File: src/rtl/srp_defines.svh
`ifndef SRP_DEFINES_SVH
`define SRP_DEFINES_SVH

// ----------------------------------------
// frame layout
// ----------------------------------------
`define SRP_CMD_BIT 5'd7
`define SRP_LAST_BIT 5'd23
`define SRP_REG_COUNT 12
`define SRP_POL_BIT 9

// ----------------------------------------
// wait timing, oscillator cycles per count
// ----------------------------------------
`define SRP_WAIT_UNIT 8192

// ----------------------------------------
// register slots in map order
// ----------------------------------------
`define SRP_IX_TSP 0
`define SRP_IX_PWM 1
`define SRP_IX_PPT 2
`define SRP_IX_AEW 3
`define SRP_IX_APK 4
`define SRP_IX_AMC 5
`define SRP_IX_ASC 6
`define SRP_IX_BEW 7
`define SRP_IX_BPK 8
`define SRP_IX_BMC 9
`define SRP_IX_BSC 10
`define SRP_IX_DCM 11

// ----------------------------------------
// per slot: offset, reset, field masks per event
// ----------------------------------------
`define SRP_OFS_LIST {6'h0b, 6'h20, 6'h21, 6'h22, 6'h23, 6'h24, \
    6'h25, 6'h27, 6'h28, 6'h29, 6'h2a, 6'h2c}
`define SRP_RST_LIST {16'h0000, 16'h000a, 16'h0000, 16'h0003, 16'h0000, 16'h0000, \
    16'h0000, 16'h0003, 16'h0000, 16'h0000, 16'h0000, 16'h0000}
`define SRP_MCS_LIST {16'h0298, 16'h0000, 16'h009f, 16'h0000, 16'h0000, 16'h0800, \
    16'h0000, 16'h0000, 16'h0000, 16'h0800, 16'h0000, 16'h0007}
`define SRP_MVD_LIST {16'h0000, 16'h00ff, 16'h0000, 16'h0000, 16'h0000, 16'h0000, \
    16'h0000, 16'h0000, 16'h0000, 16'h0000, 16'h0000, 16'h0000}
`define SRP_MDT1_LIST {16'h0000, 16'h7f00, 16'h0000, 16'h00ff, 16'hffff, 16'h0000, \
    16'h0000, 16'h00ff, 16'hffff, 16'h0000, 16'h0000, 16'h0000}
`define SRP_MA_LIST {16'h0000, 16'h0000, 16'h0000, 16'h3f00, 16'h0000, 16'h33ff, \
    16'hffff, 16'h0000, 16'h0000, 16'h0000, 16'h0000, 16'h0000}
`define SRP_MB_LIST {16'h0000, 16'h0000, 16'h0000, 16'h0000, 16'h0000, 16'h0000, \
    16'h0000, 16'h3f00, 16'h0000, 16'h33ff, 16'hffff, 16'h0000}
`define SRP_MENA_LIST {16'h0000, 16'h0000, 16'h0000, 16'h0000, 16'h0000, 16'h0400, \
    16'h0000, 16'h0000, 16'h0000, 16'h0000, 16'h0000, 16'h0000}
`define SRP_MENB_LIST {16'h0000, 16'h0000, 16'h0000, 16'h0000, 16'h0000, 16'h0000, \
    16'h0000, 16'h0000, 16'h0000, 16'h0400, 16'h0000, 16'h0000}

`endif

File: src/rtl/srp_pkg.sv
// ----------------------------------------
// shared types
// ----------------------------------------
package srp_pkg;
    // one register word
    typedef logic [15:0] srp_word_t;
    // register slot number
    typedef logic [3:0] srp_idx_t;
    // what the current 24-bit group is doing
    typedef enum {SRP_ADDR, SRP_WRITE, SRP_READ} srp_phase_t;
endpackage

File: src/rtl/srp_sync.sv
`timescale 1ns/1ps
`default_nettype none
// ----------------------------------------
// two-flop synchroniser, one lane per pin
// ----------------------------------------
module srp_sync #(
    parameter int W = 5
) (
    input wire logic clk_sys,
    input wire logic reset,
    input wire logic [W-1:0] async_in,
    output logic [W-1:0] sync_out
);
    // first stage feeds only the second
    logic [W-1:0] meta_reg;

    for (genvar b = 0; b < W; b++) begin : g_lane
        // per-bit pair of flops
        always_ff @(posedge clk_sys) begin
            if (reset) begin
                meta_reg[b] <= 1'b0;
                sync_out[b] <= 1'b0;
            end else begin
                meta_reg[b] <= async_in[b];
                sync_out[b] <= meta_reg[b];
            end
        end
    end
endmodule // srp_sync
`default_nettype wire

File: src/rtl/srp_wait_timer.sv
`timescale 1ns/1ps
`default_nettype none
// ----------------------------------------
// wait timer: count times unit cycles
// ----------------------------------------
module srp_wait_timer #(
    parameter int UNIT = 8192
) (
    input wire logic clk_sys,
    input wire logic reset,
    input wire logic start,
    input wire logic [7:0] count,
    output logic busy,
    output logic done
);
    // last prescaler value of one unit
    localparam logic [15:0] PRE_LAST = 16'(UNIT - 1);

    logic [15:0] pre_reg; // cycles inside one unit
    logic [7:0] cnt_reg; // units still to go

    // a fresh start restarts the wait from scratch
    always_ff @(posedge clk_sys) begin
        if (reset) begin
            pre_reg <= 16'h0000;
            cnt_reg <= 8'h00;
            busy <= 1'b0;
            done <= 1'b0;
        end else if (start) begin
            // zero length ends at once
            pre_reg <= 16'h0000;
            cnt_reg <= count;
            busy <= (count != 8'h00);
            done <= (count == 8'h00);
        end else if (busy && pre_reg == PRE_LAST) begin
            // one unit elapsed
            pre_reg <= 16'h0000;
            cnt_reg <= cnt_reg - 8'h01;
            busy <= (cnt_reg != 8'h01);
            done <= (cnt_reg == 8'h01);
        end else begin
            pre_reg <= busy ? pre_reg + 16'h0001 : 16'h0000;
            done <= 1'b0;
        end
    end
endmodule // srp_wait_timer
`default_nettype wire

File: src/rtl/srp_top.sv
`include "srp_defines.svh"
`timescale 1ns/1ps
`default_nettype none
// ----------------------------------------
// Functional notes
// select high opens, select low closes
// 24-bit set: address, command, spare, data
// bits LSB first: A0-A5, C, spare, D0-D15
// command 0 writes, 1 reads
// input sampled on serial clock rise
// output floats when deselected, else 0
// port logic held reset while deselected
// write lands at closing select edge
// short write of 23 bits discarded
// long write: each full group writes
// read shifts register out LSB first
// host keeps oscillator running during writes
// hard reset clears port and registers
// fields apply at their own events
// enable rises at wait end, falls excite
// host writes during start wait interval
// timing follows polarity adjusted sync rise
// polarity bit 1 selects falling edge
// polarity toggle counts as sync edge
// dc register: source bit2, bridge bits1-0
// zero start wait blocks all transfers; the code still makes the select-close ones
// start wait lasts count times 8192
// pending shadow copied to active on event
// ----------------------------------------
module srp_top #(
    // oscillator cycles per wait count unit
    parameter int WAIT_UNIT = `SRP_WAIT_UNIT
) (
    input wire logic clk_sys,
    input wire logic reset,
    input wire logic hard_reset_n,
    input wire logic chip_select,
    input wire logic serial_clk,
    input wire logic serial_in,
    input wire logic focus_zoom_vsync,
    output logic serial_out,
    output logic serial_out_oe,
    output logic [15:0] test_and_sync_polarity_cfg,
    output logic [15:0] pwm_and_start_wait_cfg,
    output logic [15:0] pulse_pin_test_cfg,
    output logic [15:0] alpha_phase_and_excite_wait,
    output logic [15:0] alpha_peak_widths,
    output logic [15:0] alpha_motion_ctrl,
    output logic [15:0] alpha_step_cycle,
    output logic [15:0] beta_phase_and_excite_wait,
    output logic [15:0] beta_peak_widths,
    output logic [15:0] beta_motion_ctrl,
    output logic [15:0] beta_step_cycle,
    output logic [15:0] dc_motor_input_ctrl,
    output logic start_wait_busy,
    output logic alpha_excite_busy,
    output logic beta_excite_busy
);
    // ----------------------------------------
    // register map tables
    // ----------------------------------------
    localparam int N = `SRP_REG_COUNT;
    localparam logic [0:N-1][5:0] OFS = `SRP_OFS_LIST;
    localparam logic [0:N-1][15:0] RST = `SRP_RST_LIST;
    localparam logic [0:N-1][15:0] MCS = `SRP_MCS_LIST;
    localparam logic [0:N-1][15:0] MVD = `SRP_MVD_LIST;
    localparam logic [0:N-1][15:0] MDT1 = `SRP_MDT1_LIST;
    localparam logic [0:N-1][15:0] MA = `SRP_MA_LIST;
    localparam logic [0:N-1][15:0] MB = `SRP_MB_LIST;
    localparam logic [0:N-1][15:0] MENA = `SRP_MENA_LIST;
    localparam logic [0:N-1][15:0] MENB = `SRP_MENB_LIST;
    // bits that hold a field; the rest read zero
    localparam logic [0:N-1][15:0] WMASK = MCS | MVD | MDT1 | MA | MB | MENA | MENB;

    // ----------------------------------------
    // pin synchronisers
    // ----------------------------------------
    logic [4:0] pin_s; // synchronised pins
    srp_sync #(.W(5)) u_sync (
        .clk_sys(clk_sys),
        .reset(reset),
        .async_in({hard_reset_n, focus_zoom_vsync, serial_in, serial_clk, chip_select}),
        .sync_out(pin_s)
    );
    wire cs_s = pin_s[0];
    wire sclk_s = pin_s[1];
    wire sin_s = pin_s[2];
    wire vd_s = pin_s[3];
    wire hrn_s = pin_s[4];

    // hard reset pin wipes everything after the synchronisers, like the system reset
    wire rst_all = reset | ~hrn_s;

    // ----------------------------------------
    // edge detection on sampled pins
    // ----------------------------------------
    logic cs_prev_reg; // select one cycle ago
    logic sclk_prev_reg; // serial clock one cycle ago
    logic vs_prev_reg; // adjusted sync one cycle ago
    logic apply_cs_reg; // select closed last cycle
    logic [15:0] act_reg [0:N-1]; // active settings
    logic [15:0] sh_reg [0:N-1]; // pending shadows

    // polarity xor: a polarity flip on a steady sync makes an edge
    wire pol = act_reg[`SRP_IX_TSP][`SRP_POL_BIT];
    wire vs_int = vd_s ^ pol;
    wire vd_edge = vs_int & ~vs_prev_reg;
    wire sclk_rise = cs_s & sclk_s & ~sclk_prev_reg;
    wire ev_cs = cs_prev_reg & ~cs_s;

    // previous values of the sampled levels
    always_ff @(posedge clk_sys) begin
        if (rst_all) begin
            cs_prev_reg <= 1'b0;
            sclk_prev_reg <= 1'b0;
            vs_prev_reg <= 1'b0;
            apply_cs_reg <= 1'b0;
        end else begin
            cs_prev_reg <= cs_s;
            sclk_prev_reg <= sclk_s;
            vs_prev_reg <= vs_int;
            apply_cs_reg <= ev_cs;
        end
    end

    // ----------------------------------------
    // serial shifter and address decode
    // ----------------------------------------
    logic [4:0] bit_cnt_reg; // bit in current group
    logic [23:0] shift_reg; // received bits, LSB first
    logic [15:0] rd_shift_reg; // read data still to send
    srp_pkg::srp_phase_t phase_reg; // group phase

    // new bits enter at the top, so A0 ends at bit 0
    wire [23:0] shift_next = {sin_s, shift_reg[23:1]};
    wire at_cmd = (bit_cnt_reg == `SRP_CMD_BIT);
    wire at_last = (bit_cnt_reg == `SRP_LAST_BIT);
    // address is decoded twice: for a read and at group end
    wire [5:0] addr_sel = at_cmd ? shift_next[21:16] : shift_next[5:0];
    wire cmd_read = shift_next[22];

    logic [N-1:0] hit; // address match per slot
    for (genvar i = 0; i < N; i++) begin : g_hit
        assign hit[i] = (addr_sel == OFS[i]);
    end

    // slot number of the matching address
    function automatic srp_pkg::srp_idx_t enc(input logic [N-1:0] h);
        srp_pkg::srp_idx_t r;
        r = 4'h0;
        for (int k = 0; k < N; k++) begin
            if (h[k]) begin
                r = 4'(k);
            end
        end
        return r;
    endfunction

    wire addr_hit = |hit;
    wire srp_pkg::srp_idx_t idx_sel = enc(hit);
    // unmapped addresses read as zero
    wire [15:0] rd_word = addr_hit ? sh_reg[idx_sel] : 16'h0000;

    // shifter; any low select parks it in reset
    always_ff @(posedge clk_sys) begin
        if (rst_all || !cs_s) begin
            bit_cnt_reg <= 5'd0;
            shift_reg <= 24'h000000;
            phase_reg <= srp_pkg::SRP_ADDR;
        end else if (sclk_rise) begin
            shift_reg <= shift_next;
            bit_cnt_reg <= at_last ? 5'd0 : bit_cnt_reg + 5'd1;
            unique case (phase_reg)
                srp_pkg::SRP_ADDR: begin
                    if (at_cmd) begin
                        phase_reg <= cmd_read ? srp_pkg::SRP_READ : srp_pkg::SRP_WRITE;
                    end
                end
                srp_pkg::SRP_WRITE, srp_pkg::SRP_READ: begin
                    if (at_last) begin
                        phase_reg <= srp_pkg::SRP_ADDR;
                    end
                end
            endcase
        end
    end

    // ----------------------------------------
    // read data output
    // ----------------------------------------
    wire rd_start = sclk_rise & at_cmd & cmd_read & (phase_reg == srp_pkg::SRP_ADDR);
    wire rd_step = sclk_rise & (phase_reg == srp_pkg::SRP_READ);

    // data bits on the input are ignored while reading
    always_ff @(posedge clk_sys) begin
        if (rst_all || !cs_s) begin
            serial_out <= 1'b0;
            rd_shift_reg <= 16'h0000;
        end else if (rd_start) begin
            serial_out <= rd_word[0];
            rd_shift_reg <= {1'b0, rd_word[15:1]};
        end else if (rd_step) begin
            // drop to 0 once D15 has been sent
            serial_out <= at_last ? 1'b0 : rd_shift_reg[0];
            rd_shift_reg <= {1'b0, rd_shift_reg[15:1]};
        end
    end

    // float while deselected; the pad driver resolves the level
    assign serial_out_oe = cs_s;

    // ----------------------------------------
    // pending write, one group behind
    // ----------------------------------------
    logic pend_vld_reg; // a full group waits
    srp_pkg::srp_idx_t pend_idx_reg; // its slot
    logic [15:0] pend_data_reg; // its data

    // the newest full group waits for the next group or select
    // close, so a short tail never disturbs it
    wire grp_done = sclk_rise & at_last & (phase_reg == srp_pkg::SRP_WRITE);
    wire commit_vld = pend_vld_reg & (grp_done | ev_cs);

    // holding register for the last complete group
    always_ff @(posedge clk_sys) begin
        if (rst_all || !cs_s) begin
            pend_vld_reg <= 1'b0;
            pend_idx_reg <= 4'h0;
            pend_data_reg <= 16'h0000;
        end else if (grp_done) begin
            // unmapped groups are dropped here
            pend_vld_reg <= addr_hit;
            pend_idx_reg <= idx_sel;
            pend_data_reg <= shift_next[23:8];
        end
    end

    // ----------------------------------------
    // reflection events
    // ----------------------------------------
    logic dt1_done; // start wait over
    logic a_done; // alpha excitation wait over
    logic b_done; // beta excitation wait over
    wire [7:0] dt1_sh = sh_reg[`SRP_IX_PWM][7:0];
    // a zero count freezes every transfer but the select-close one
    wire vd_go = vd_edge & (dt1_sh != 8'h00);

    // start wait, armed by the adjusted sync edge
    srp_wait_timer #(.UNIT(WAIT_UNIT)) u_start (
        .clk_sys(clk_sys),
        .reset(rst_all),
        .start(vd_go),
        .count(dt1_sh),
        .busy(start_wait_busy),
        .done(dt1_done)
    );

    // alpha excitation wait follows the start wait
    srp_wait_timer #(.UNIT(WAIT_UNIT)) u_alpha (
        .clk_sys(clk_sys),
        .reset(rst_all),
        .start(dt1_done),
        .count(sh_reg[`SRP_IX_AEW][7:0]),
        .busy(alpha_excite_busy),
        .done(a_done)
    );

    // beta excitation wait follows the start wait
    srp_wait_timer #(.UNIT(WAIT_UNIT)) u_beta (
        .clk_sys(clk_sys),
        .reset(rst_all),
        .start(dt1_done),
        .count(sh_reg[`SRP_IX_BEW][7:0]),
        .busy(beta_excite_busy),
        .done(b_done)
    );

    // copy masked bits of the shadow when the event fires
    function automatic logic [15:0] merge(input logic [15:0] o, input logic [15:0] n,
                                         input logic [15:0] m, input logic e);
        return e ? ((o & ~m) | (n & m)) : o;
    endfunction

    // ----------------------------------------
    // shadow and active registers
    // ----------------------------------------
    for (genvar i = 0; i < N; i++) begin : g_reg
        // enable: ones move at start wait end, zeros at excite end
        wire [15:0] m_dt1 = MDT1[i] | ((MENA[i] | MENB[i]) & sh_reg[i]);
        wire [15:0] m_a = MA[i] | (MENA[i] & ~sh_reg[i]);
        wire [15:0] m_b = MB[i] | (MENB[i] & ~sh_reg[i]);
        // cs uses the delayed pulse so the commit has landed
        wire [15:0] s1 = merge(act_reg[i], sh_reg[i], MCS[i], apply_cs_reg);
        wire [15:0] s2 = merge(s1, sh_reg[i], MVD[i], vd_go);
        wire [15:0] s3 = merge(s2, sh_reg[i], m_dt1, dt1_done);
        wire [15:0] s4 = merge(s3, sh_reg[i], m_a, a_done);
        wire [15:0] act_next = merge(s4, sh_reg[i], m_b, b_done);

        // serial port writes shadow; events move it on
        always_ff @(posedge clk_sys) begin
            if (rst_all) begin
                sh_reg[i] <= RST[i];
                act_reg[i] <= RST[i];
            end else begin
                if (commit_vld && pend_idx_reg == 4'(i)) begin
                    sh_reg[i] <= pend_data_reg & WMASK[i];
                end
                act_reg[i] <= act_next;
            end
        end
    end

    // ----------------------------------------
    // active settings out
    // ----------------------------------------
    assign test_and_sync_polarity_cfg = act_reg[`SRP_IX_TSP];
    assign pwm_and_start_wait_cfg = act_reg[`SRP_IX_PWM];
    assign pulse_pin_test_cfg = act_reg[`SRP_IX_PPT];
    assign alpha_phase_and_excite_wait = act_reg[`SRP_IX_AEW];
    assign alpha_peak_widths = act_reg[`SRP_IX_APK];
    assign alpha_motion_ctrl = act_reg[`SRP_IX_AMC];
    assign alpha_step_cycle = act_reg[`SRP_IX_ASC];
    assign beta_phase_and_excite_wait = act_reg[`SRP_IX_BEW];
    assign beta_peak_widths = act_reg[`SRP_IX_BPK];
    assign beta_motion_ctrl = act_reg[`SRP_IX_BMC];
    assign beta_step_cycle = act_reg[`SRP_IX_BSC];
    assign dc_motor_input_ctrl = act_reg[`SRP_IX_DCM];
endmodule // srp_top
`default_nettype wire

File: config.mk
export PLATFORM = sky130hd
export DESIGN_NAME = srp_top
export DESIGN_NICKNAME = d
export VERILOG_FILES = /design/src/rtl/srp_pkg.sv /design/src/rtl/srp_sync.sv /design/src/rtl/srp_wait_timer.sv /design/src/rtl/srp_top.sv
export VERILOG_INCLUDE_DIRS = /design/src /design/src/rtl
export SDC_FILE = /design/constraint.sdc
export NUM_CORES = 1
export LEC_CHECK = 0
export BUFFER_PORTS_ARGS = -buffer_cell sky130_fd_sc_hd__buf_2
export CORE_MARGIN = 5
export CORE_UTILIZATION = 53
export CTS_CLUSTER_DIAMETER = 60
export DETAILED_ROUTE_END_ITERATION = 10
export GPL_ROUTABILITY_DRIVEN = 0
export PLACE_DENSITY = 0.73
export SYNTH_ARGS = -nofsm -noshare
export SYNTH_HDL_FRONTEND = slang
export SYNTH_HIERARCHICAL = 1
export SYNTH_SLANG_ARGS = --single-unit
File: constraint.sdc
create_clock -name clk_sys -period 3.15 [get_ports clk_sys]
set_clock_uncertainty 0.1 [all_clocks]
set_input_delay 0.1575 -clock clk_sys [delete_from_list [all_inputs] [get_ports clk_sys]]
set_output_delay 0.1575 -clock clk_sys [all_outputs]
set_load 0.05 [all_outputs]
Word level (Yosys, flattened, before mapping)

Memories as Yosys holds them, arrays and structs flattened.
Index checks and enable logic that the tools add are counted.

Memories kept: 2
Bits of input ports: 7
Register bits after elaboration: 190
Bits in writable memories: 384
Memory bits (read-only): 0
Bits in latches: 0

Mux-type cells: 123
Order comparisons: 0
$mul: 0
Reductions and logical operators: 36
Shift operators: 0
Bitwise logic cells: 75
Add/sub/neg operators: 7
Equal/unequal tests: 40
Div/mod/pow operators: 0

Memory list:

| name    | depth | bits a word | rd ports | clocked after memory_dff | wr ports | line           | text |
|---|---|---|---|---|---|---|---|
| act_reg | 12    | 16          | 12       | 0                        | 12       | srp_top.sv:101 | `logic [15:0] act_reg [0:N-1];` |
| sh_reg  | 12    | 16          | 13       | 0                        | 12       | srp_top.sv:102 | `logic [15:0] sh_reg [0:N-1];` |

Operators by type and width:

| cell                    | number |
|---|---|
| $mux W16                | 44 |
| $eq A6 B6 Y1 const B    | 11 |
| $and A16 B16 Y16        | 4 |
| $eq A32 B2 Y1 const B   | 2 |
| $logic_not A32 Y1       | 2 |
| $mux W32                | 2 |
| $or A16 B16 Y16         | 4 |
| $or A16 B8 Y16          | 4 |
| $pmux W32 S2            | 1 |
| $mux W1                 | 55 |
| $add A16 B1 Y16 const B | 3 |
| $eq A16 B13 Y1 const B  | 3 |
| $mux W8                 | 6 |
| $and A16 B11 Y16        | 2 |
| $and A16 B14 Y16        | 2 |
| $eq A32 B1 Y1 const B   | 1 |
| $eq A32 B3 Y1 const B   | 1 |
| $not A11 Y16            | 2 |
| $not A14 Y16            | 2 |
| $or A16 B12 Y16         | 2 |
| $or A16 B14 Y16         | 2 |
| $mux W15                | 2 |
| $or A1 B1 Y1            | 26 |
| $eq A8 B1 Y1 const B    | 3 |
| other kinds (34)        | 95 |

Longest topological paths before layout

Gate-level depths: netlist (run 1).
An unclocked memory read counts as a cell.

Word-level depth: 17
Gate-level depth with buffers: 11
Depth with buffers taken out: 8

By module

Netlist (run 1), hierarchy kept.

Modules (own cells, without submodules):

| module                       | times used | cells each | area an instance (sq um) |
|---|---|---|---|
| srp_top                      | 1          | 1462       | 15646.3 |
| srp_wait_timer (u_alpha ...) | 2          | 162        | 1355.0 |
| srp_wait_timer (u_start)     | 1          | 163        | 1362.6 |
| srp_sync                     | 1          | 20         | 262.8 |

Worst setup path after synthesis (run 1)

No wires, ideal clock.

Path type: flip-flop to flip-flop
Start: register u_sync.sync_out[0]
End: memory sh_reg[6][0], enable pin
Data required time: 2639 ps
Path slack: -436 ps
Buffers on the path: 1
Stages on the path, launching flop included: 8
Clock period less this slack: 3586 ps
Arrival: 3074 ps
Cell sequence: dfxtp_1 > nand2_1 > nor2_2 > and3_1 > buf_4 > o21ai_2 > or3b_4 > o21ai_0

RTL lines:

| what                            | line           | text |
|---|---|---|
| start, declared                 | srp_sync.sv:12 | `output logic [W-1:0] sync_out` |
| start signal, assigned by index | srp_sync.sv:25 | `sync_out[b] <= meta_reg[b];` |
| end, declared                   | srp_top.sv:102 |  |

Final worst setup path (run 1)

Start: register bit_cnt_reg[0]
End: register rd_shift_reg[2]

Cells in the longest elaborated chain, start to end: 17

RTL lines:

| what                     | line           | text |
|---|---|---|
| start, declared          | srp_top.sv:129 | `logic [4:0] bit_cnt_reg;` |
| start signal, assigned   | srp_top.sv:172 | `bit_cnt_reg <= at_last ? 5'd0 : bit_cnt_reg + 5'd1;` |
| $eq A5 B3 Y1 (no line) * | --             |  |
| $mux W6                  | srp_top.sv:139 | `wire [5:0] addr_sel = at_cmd ? shift_next[21:16] : shift_next[5:0];` |
| $eq A6 B6 Y1             | srp_top.sv:144 | `assign hit[i] = (addr_sel == OFS[i]);` |
| $mux W1                  | srp_top.sv:152 | `if (h[k]) begin` |
| $mux W2 (2 in series)    | srp_top.sv:152 |  |
| $mux W3 (4 in series)    | srp_top.sv:152 |  |
| $mux W4 (4 in series)    | srp_top.sv:152 |  |
| $mem_v2 Z12 W16          | --             |  |
| $mux W16                 | srp_top.sv:162 | `wire [15:0] rd_word = addr_hit ? sh_reg[idx_sel] : 16'h0000;` |
| $mux W15                 | srp_top.sv:199 | `end else if (rd_start) begin` |
| end signal, assigned     | srp_top.sv:201 | `rd_shift_reg <= {1'b0, rd_word[15:1]};` |
| end signal, assigned     | srp_top.sv:205 | `rd_shift_reg <= {1'b0, rd_shift_reg[15:1]};` |
| end, declared            | srp_top.sv:131 | `logic [15:0] rd_shift_reg;` |

Mark *: on every way between the ends. The rest lies on a longest branch, timed or not.
A chain may end at the register's enable or synchronous reset.

==> flow_metrics.py, run 1 <==
metrics = {
    "synthesis": {
        "synth_top_area_cell": "dfxtp_1",
        "synthTopCellsByArea": "dfxtp_1, edfxtp_1, mux2i_1",
        "synth.top_cell.area_share_pct": 30.8,
        "synthCells": 1969,
        "synthTopCellsByCount": "dfxtp_1, nor2_1, nand2_1",
        "synth_warnings": 6,
        "synthArstFlopShare_pct": 0,
        "ys_ff_latch": 455,
        "ys_types": 93,
        "yosysSeqAreaShare_pct": 53.0,
        "synth-edff-count": 148,
        "yosysMostFrequentCell": "dfxtp_1",
        "avgSynthCellArea_um2": 10.1,
        "synth_ff_type": "dfxtp_1",
        "synth_area_um2": 20000,
    },
    "timing": {
        "slew_violations": 0,
        "setup_viol": 0,
        "fmax_ghz": 0.333,
        "postLayoutSetupSlackWorst_ns": 0.146,
        "min_period_ns": 3.00,
        "rsz0062_at_grt": "false",
        "tns_ns": 0,
        "finalHoldViolCount": 0,
        "hold-worst-slack_ns": 0.336,
        "tightestPinTransition_ns": 1.16,
        "slew_headroom_pct": 22.6,
        "finalCritPeriodShare_pct": 95.4,
    },
    "die": {
        "initial_core_util_pct": 53.4,
        "die_h_um": 204,
        "die_area_um2": 41700,
        "die_w_um": 204,
        "row_count": 71,
        "core_area_um2": 37400,
        "num_io_pins": 204,
    },
    "cells_and_area": {
        "n_antenna_cell": 0,
        "syn2layout_area_growth_pct": 13.9,
        "nets": 2132,
        "finalInstanceArea_um2": 22800,
        "drive_above_1_share_pct": 15.8,
    },
    "clock_network": {
        "insertion_delay_ns": 0.58,
        "cts_made_buffers": 48,
        "cts-root-buf": "clkbuf_16",
        "clock_sinks": 455,
        "cts_setup_buffers": 0,
        "cts_tree": "yes",
        "clockBufferDepth": 3,
        "htreeDepth": 2,
        "clk_pin_slew_ns": 0.06,
    },
    "power": {
        "ir_drop_v": 0.000372,
        "p_leak_nw": 8.36,
        "p_per_area_nw_per_um2": 532,
        "power_mw": 12.1,
    },
    "worst_setup_path": {
        "cp_max_fo": 24,
        "required_ns": 3.52,
        "cp-end-kind": "flop",
        "crit_type": "flop to flop",
        "crit_arrival_ns": 3.37,
        "cp-start-kind": "flop",
    },
    "placement": {
        "port_buffers": 159,
        "dpl_cell_area_um2": 21000,
        "hpwlAfterDp_mm": 37.8,
        "place_ws_ns": 0.206,
    },
    "grt": {
        "grt_overflow": 0,
        "grt_antenna_before_repair": 0,
        "track_usage_pct": 25.4,
        "grt_start_max_net_pins": 63,
        "grt_pass1_wl_mm": 83.0,
        "grt_pass1_vias": 14300,
    },
    "detailed_routing": {
        "vias": 15200,
        "wl_mm": 54.6,
        "final_antenna_net_count": 0,
        "first_pass_iters": 6,
        "routedWlPerCell_um": 20.5,
        "drt_iter0_markers": 1328,
        "drcViolationCount": 0,
        "vias_per_cell": 5.70,
    },
    "run_status": {
        "status": "finished, final reports clean",
    },
    "run": {
        "drv_cap": 0,
    },
    "hold_path": {
        "hold_path_class": "flop to flop",
    },
}
final cells by class:
type / count / area (µm²)
Inverter: 39 / 151
Sequential cell: 455 / 10600
Fill cell: 3012 / 14600
Clock buffer: 72 / 1460
Clock inverter: 18 / 150
Multi-Input combinational cell: 1358 / 8530
Tap cell: 511 / 639
Timing Repair Buffer: 210 / 1230
cell families after synthesis:
family / Yosys count / synth area share [%]
simple gates: 830 / 21.2
flops: 455 / 53.0
compound gates: 256 / 8.99
buf+inv: 199 / 5.30
mux: 178 / 9.01
xor+xnor: 35 / 1.53
fa+ha+maj: 15 / 0.920
other cells: 1 / 0.0188
worst paths after layout:
| kind | end | cells past startpoint | slack [ns] | startpoint |
|---|---|---|---|---|
| worst max-delay path | rd_shift_reg[2]$_SDFFE_PP0P_ | 8 | 0.15 | bit_cnt_reg[0]$_SDFFE_PP0P_ |
| worst min-delay path | u_sync/sync_out[1]$_SDFF_PP0_ | 1 | 0.34 | u_sync/meta_reg[1]$_SDFF_PP0_ |
| worst max register to register | rd_shift_reg[2]$_SDFFE_PP0P_ | 8 | 0.15 | bit_cnt_reg[0]$_SDFFE_PP0P_ |
| worst min register to register | u_sync/sync_out[1]$_SDFF_PP0_ | 1 | 0.34 | u_sync/meta_reg[1]$_SDFF_PP0_ |
stage by stage:
step,util (%),cells
after CTS,60.8,2663
after detailed placement,56.2,2562
after global routing,60.8,2663
final,60.8,2663
after global placement,56.2,2562
after floorplan,-,2012
critical path, stage by stage (launching register included):
cell	delay, ns
dfxtp_1	0.33
ha_1	0.25
and4bb_1	0.33
nor2_2	0.36
o211a_4	0.46
mux2_2	0.39
a221oi_1	0.35
a311o_1	0.24
o21ai_1	0.08
where the power goes:
part           switching, mW  total (mW)  leakage, nW  internal [mW]
clock                   2.33        5.70        0.790           3.38
combinational          0.208       0.254         3.34         0.0464
sequential            0.0592        6.14         4.22           6.09
repair_timing:
item                                   in CTS  in global routing
resized for setup                           0                  2
endpoints found under the hold margin      11                  0
hold buffers                               11                  0
setup endpoints to repair                   0                  5
per-layer routing:
layer / wire, µm / part of all wire (%) / GRT usage, % / vias to the layer above
li1: - / - / - / 7115
met1: 22300 / 41 / 33.9 / 7309
met2: 25800 / 47 / 41.4 / 620
met3: 4370 / 8.0 / 4.54 / 135
met4: 2220 / 4.1 / 9.95 / 0
met5: 0 / 0 / 0 / -
cells in the final DEF, fill, tap and decap left out, drive strengths merged, types with 9 or more instances in the layout:
cell / count
dfxtp: 307
nor2: 249
nand2: 209
buf: 199
mux2i: 163
edfxtp: 148
and2: 147
a21oi: 76
clkbuf: 72
o21ai: 51
conb: 44
inv: 43
nor3: 35
nor2b: 31
nand3: 30
xnor2: 27
nor4: 24
or3: 24
a2111oi: 19
mux2: 15
nand4: 14
and3: 13
nand2b: 13
a22oi: 13
ha: 13
a221oi: 12
dlygate4sd3: 11
or4: 11
clkinv: 11
a311oi: 9
No activity file was read; power rests on OpenSTA's default activity.
==> run 2, diff against run 1 <==
--- a/config.mk
+++ b/config.mk
@@ -8,11 +8,11 @@
 export LEC_CHECK = 0
 export BUFFER_PORTS_ARGS = -buffer_cell sky130_fd_sc_hd__buf_2
 export CORE_MARGIN = 5
-export CORE_UTILIZATION = 53
+export CORE_UTILIZATION = 60
 export CTS_CLUSTER_DIAMETER = 60
 export DETAILED_ROUTE_END_ITERATION = 10
 export GPL_ROUTABILITY_DRIVEN = 0
-export PLACE_DENSITY = 0.73
+export PLACE_DENSITY = 0.78
 export SYNTH_ARGS = -nofsm -noshare
 export SYNTH_HDL_FRONTEND = slang
 export SYNTH_HIERARCHICAL = 1
==> constraint.sdc (replaced) <==
create_clock -name clk_sys -period 3.75 [get_ports clk_sys]
set_clock_uncertainty 0.1 [all_clocks]
set_input_delay 0.1875 -clock clk_sys [delete_from_list [all_inputs] [get_ports clk_sys]]
set_output_delay 0.1875 -clock clk_sys [all_outputs]
set_load 0.05 [all_outputs]
==> flow_metrics.py, run 2 (same netlist as run 1, synthesis figures left out) <==
metrics = {
    "run_status": {
        "status": "finished, final reports clean",
    },
    "timing": {
        "setup_viol": 0,
        "tightestPinTransition_ns": 1.24,
        "slew_headroom_pct": 17.5,
        "min_period_ns": 3.17,
        "fmax_ghz": 0.315,
        "rsz0062_at_grt": "false",
        "finalCritPeriodShare_pct": 84.7,
        "slew_violations": 0,
        "tns_ns": 0,
        "finalHoldViolCount": 0,
    },
    "detailed_routing": {
        "vias": 15400,
        "drcViolationCount": 0,
        "vias_per_cell": 5.96,
        "routedWlPerCell_um": 20.9,
        "drt_iter0_markers": 1691,
        "final_antenna_net_count": 0,
        "first_pass_iters": 5,
        "wl_mm": 54.0,
    },
    "cells_and_area": {
        "drive_above_1_share_pct": 15.2,
        "nets": 2125,
        "n_antenna_cell": 0,
        "layout_commonest_cell": "dfxtp_1",
        "fill_cells": 2481,
        "most-common-layout-cells": "dfxtp_1, nor2_1, nand2_1, mux2i_1, buf_2",
        "syn2layout_area_growth_pct": 12.4,
    },
    "power": {
        "ir_drop_v": 0.000399,
        "swShare_pct": 21.0,
        "seqPwrFrac_pct": 52.4,
        "power.internal_mw": 7.78,
        "p_switching_mw": 2.06,
        "p_comb_share_pct": 2.1,
        "p_leak_nw": 8.25,
        "clkPwrFrac_pct": 45.4,
        "p_per_area_nw_per_um2": 438,
        "power_mw": 9.84,
    },
    "worst_setup_path": {
        "worstReg2RegEnd": "rd_shift_reg[6]$_SDFFE_PP0P_",
        "timing.rr.start": "bit_cnt_reg[0]$_SDFFE_PP0P_",
        "cp_max_fo": 42,
        "r2r_slack_ns": 0.58,
        "cp-end-kind": "flop",
        "crit_type": "flop to flop",
        "reg2regPathDepth": 8,
        "crit_arrival_ns": 3.55,
        "required_ns": 4.13,
        "cp-start-kind": "flop",
    },
    "run": {
        "drv_cap": 0,
    },
    "grt": {
        "grt_pass1_vias": 14600,
        "grt_overflow": 0,
        "track_usage_pct": 28.5,
        "grt_pass1_wl_mm": 82.4,
        "grt_start_max_net_pins": 64,
        "grt_antenna_before_repair": 3,
    },
    "hold_path": {
        "hold_depth": 1,
        "min_delay_worst_endpoint": "u_alpha/pre_reg[0]$_SDFF_PP0_",
        "hp-start": "u_alpha/pre_reg[0]$_SDFF_PP0_",
        "hold_path_class": "flop to flop",
    },
    "clock_network": {
        "htreeDepth": 2,
        "insertion_delay_ns": 0.55,
        "clockBufferDepth": 3,
        "clk_pin_slew_ns": 0.06,
        "clock_sinks": 455,
        "cts-root-buf": "clkbuf_16",
        "cts_setup_buffers": 0,
        "cts_made_buffers": 46,
        "cts_tree": "yes",
        "cts.repair.resized": 0,
    },
    "die": {
        "row_count": 66,
        "die_area_um2": 37100,
        "num_io_pins": 204,
        "die_w_um": 192,
        "die_h_um": 192,
        "core_area_um2": 32700,
        "initial_core_util_pct": 61.1,
    },
    "placement": {
        "port_buffers": 159,
        "hpwlAfterDp_mm": 37.4,
    },
}
-- run 2: final cells by class --
type,count,area (µm²),share of cell area (%)
clock buffers,77,1410,6.27
clock inverters,9,75.1,0.334
inverters,39,151,0.674
multi-input cells,1358,8510,37.9
flip-flops and latches,455,10600,47.2
well taps,442,553,2.46
repair buffers,205,1170,5.20
-- run 2: stage by stage --
step	std cells	hold slack [ns]	cell area, µm²	setup WS, ns	utilization, %
final	2585	0.347	22500	0.576	68.7
after global routing	2585	0.366	22500	0.432	68.7
after CTS	2585	0.347	22500	0.662	68.7
after detailed placement	2488	0.304	20900	0.706	63.8
after global placement	2488	0.301	20900	0.829	63.8
after floorplan	2012	0.159	20100	0.164	-
-- run 2: worst max-delay path by stage --
stage / slack, ns / cells past startpoint / from / endpoint
final: 0.58 / 8 / bit_cnt_reg[0]$_SDFFE_PP0P_ / rd_shift_reg[6]$_SDFFE_PP0P_
after global routing: 0.43 / 8 / bit_cnt_reg[0]$_SDFFE_PP0P_ / rd_shift_reg[6]$_SDFFE_PP0P_
after CTS: 0.66 / 8 / bit_cnt_reg[0]$_SDFFE_PP0P_ / rd_shift_reg[6]$_SDFFE_PP0P_
after detailed placement: 0.71 / 8 / bit_cnt_reg[0]$_SDFFE_PP0P_ / rd_shift_reg[6]$_SDFFE_PP0P_
after global placement: 0.83 / 8 / bit_cnt_reg[0]$_SDFFE_PP0P_ / rd_shift_reg[6]$_SDFFE_PP0P_
after floorplan: 0.16 / 7 / u_sync/sync_out[0]$_SDFF_PP0_ / sh_reg[6][0]$_SDFFCE_PN0P_
-- run 2: power by group through the flow --
stage / Combinational (mW) / Sequential, mW / Clock (mW)
2_1_floorplan: 0.200 / 5.24 / 0
3_3_place_gp: 0.196 / 5.26 / 0
3_5_place_dp: 0.197 / 5.27 / 0
4_1_cts: 0.206 / 5.16 / 4.52
5_1_grt: 0.222 / 5.16 / 4.74
6_report: 0.210 / 5.16 / 4.47
-- run 2: metal layers --
layer | vias to the layer above | share of wire [%] | GRT usage (%) | wire length, µm
met3 | 149 | 9.9 | 5.32 | 5340
li1 | 7091 | - | - | -
met1 | 7384 | 39 | 38.5 | 21300
met5 | - | 0 | 0 | 0
met4 | 0 | 4.0 | 10.3 | 2180
met2 | 776 | 47 | 46.1 | 25200
-- run 2: critical path: stages, from the launching register on --
cell	delay, ns
dfxtp_1	0.37
ha_1	0.23
and4bb_1	0.44
nor2_2	0.17
o211a_4	0.47
a21oi_2	0.59
a221oi_1	0.25
a311o_1	0.33
o21ai_1	0.13
-- run 2: what timing repair did --
action                                  CTS  global route
endpoints found under the setup margin    0             0
hold buffers                             11             0
endpoints found under the hold margin    10             0
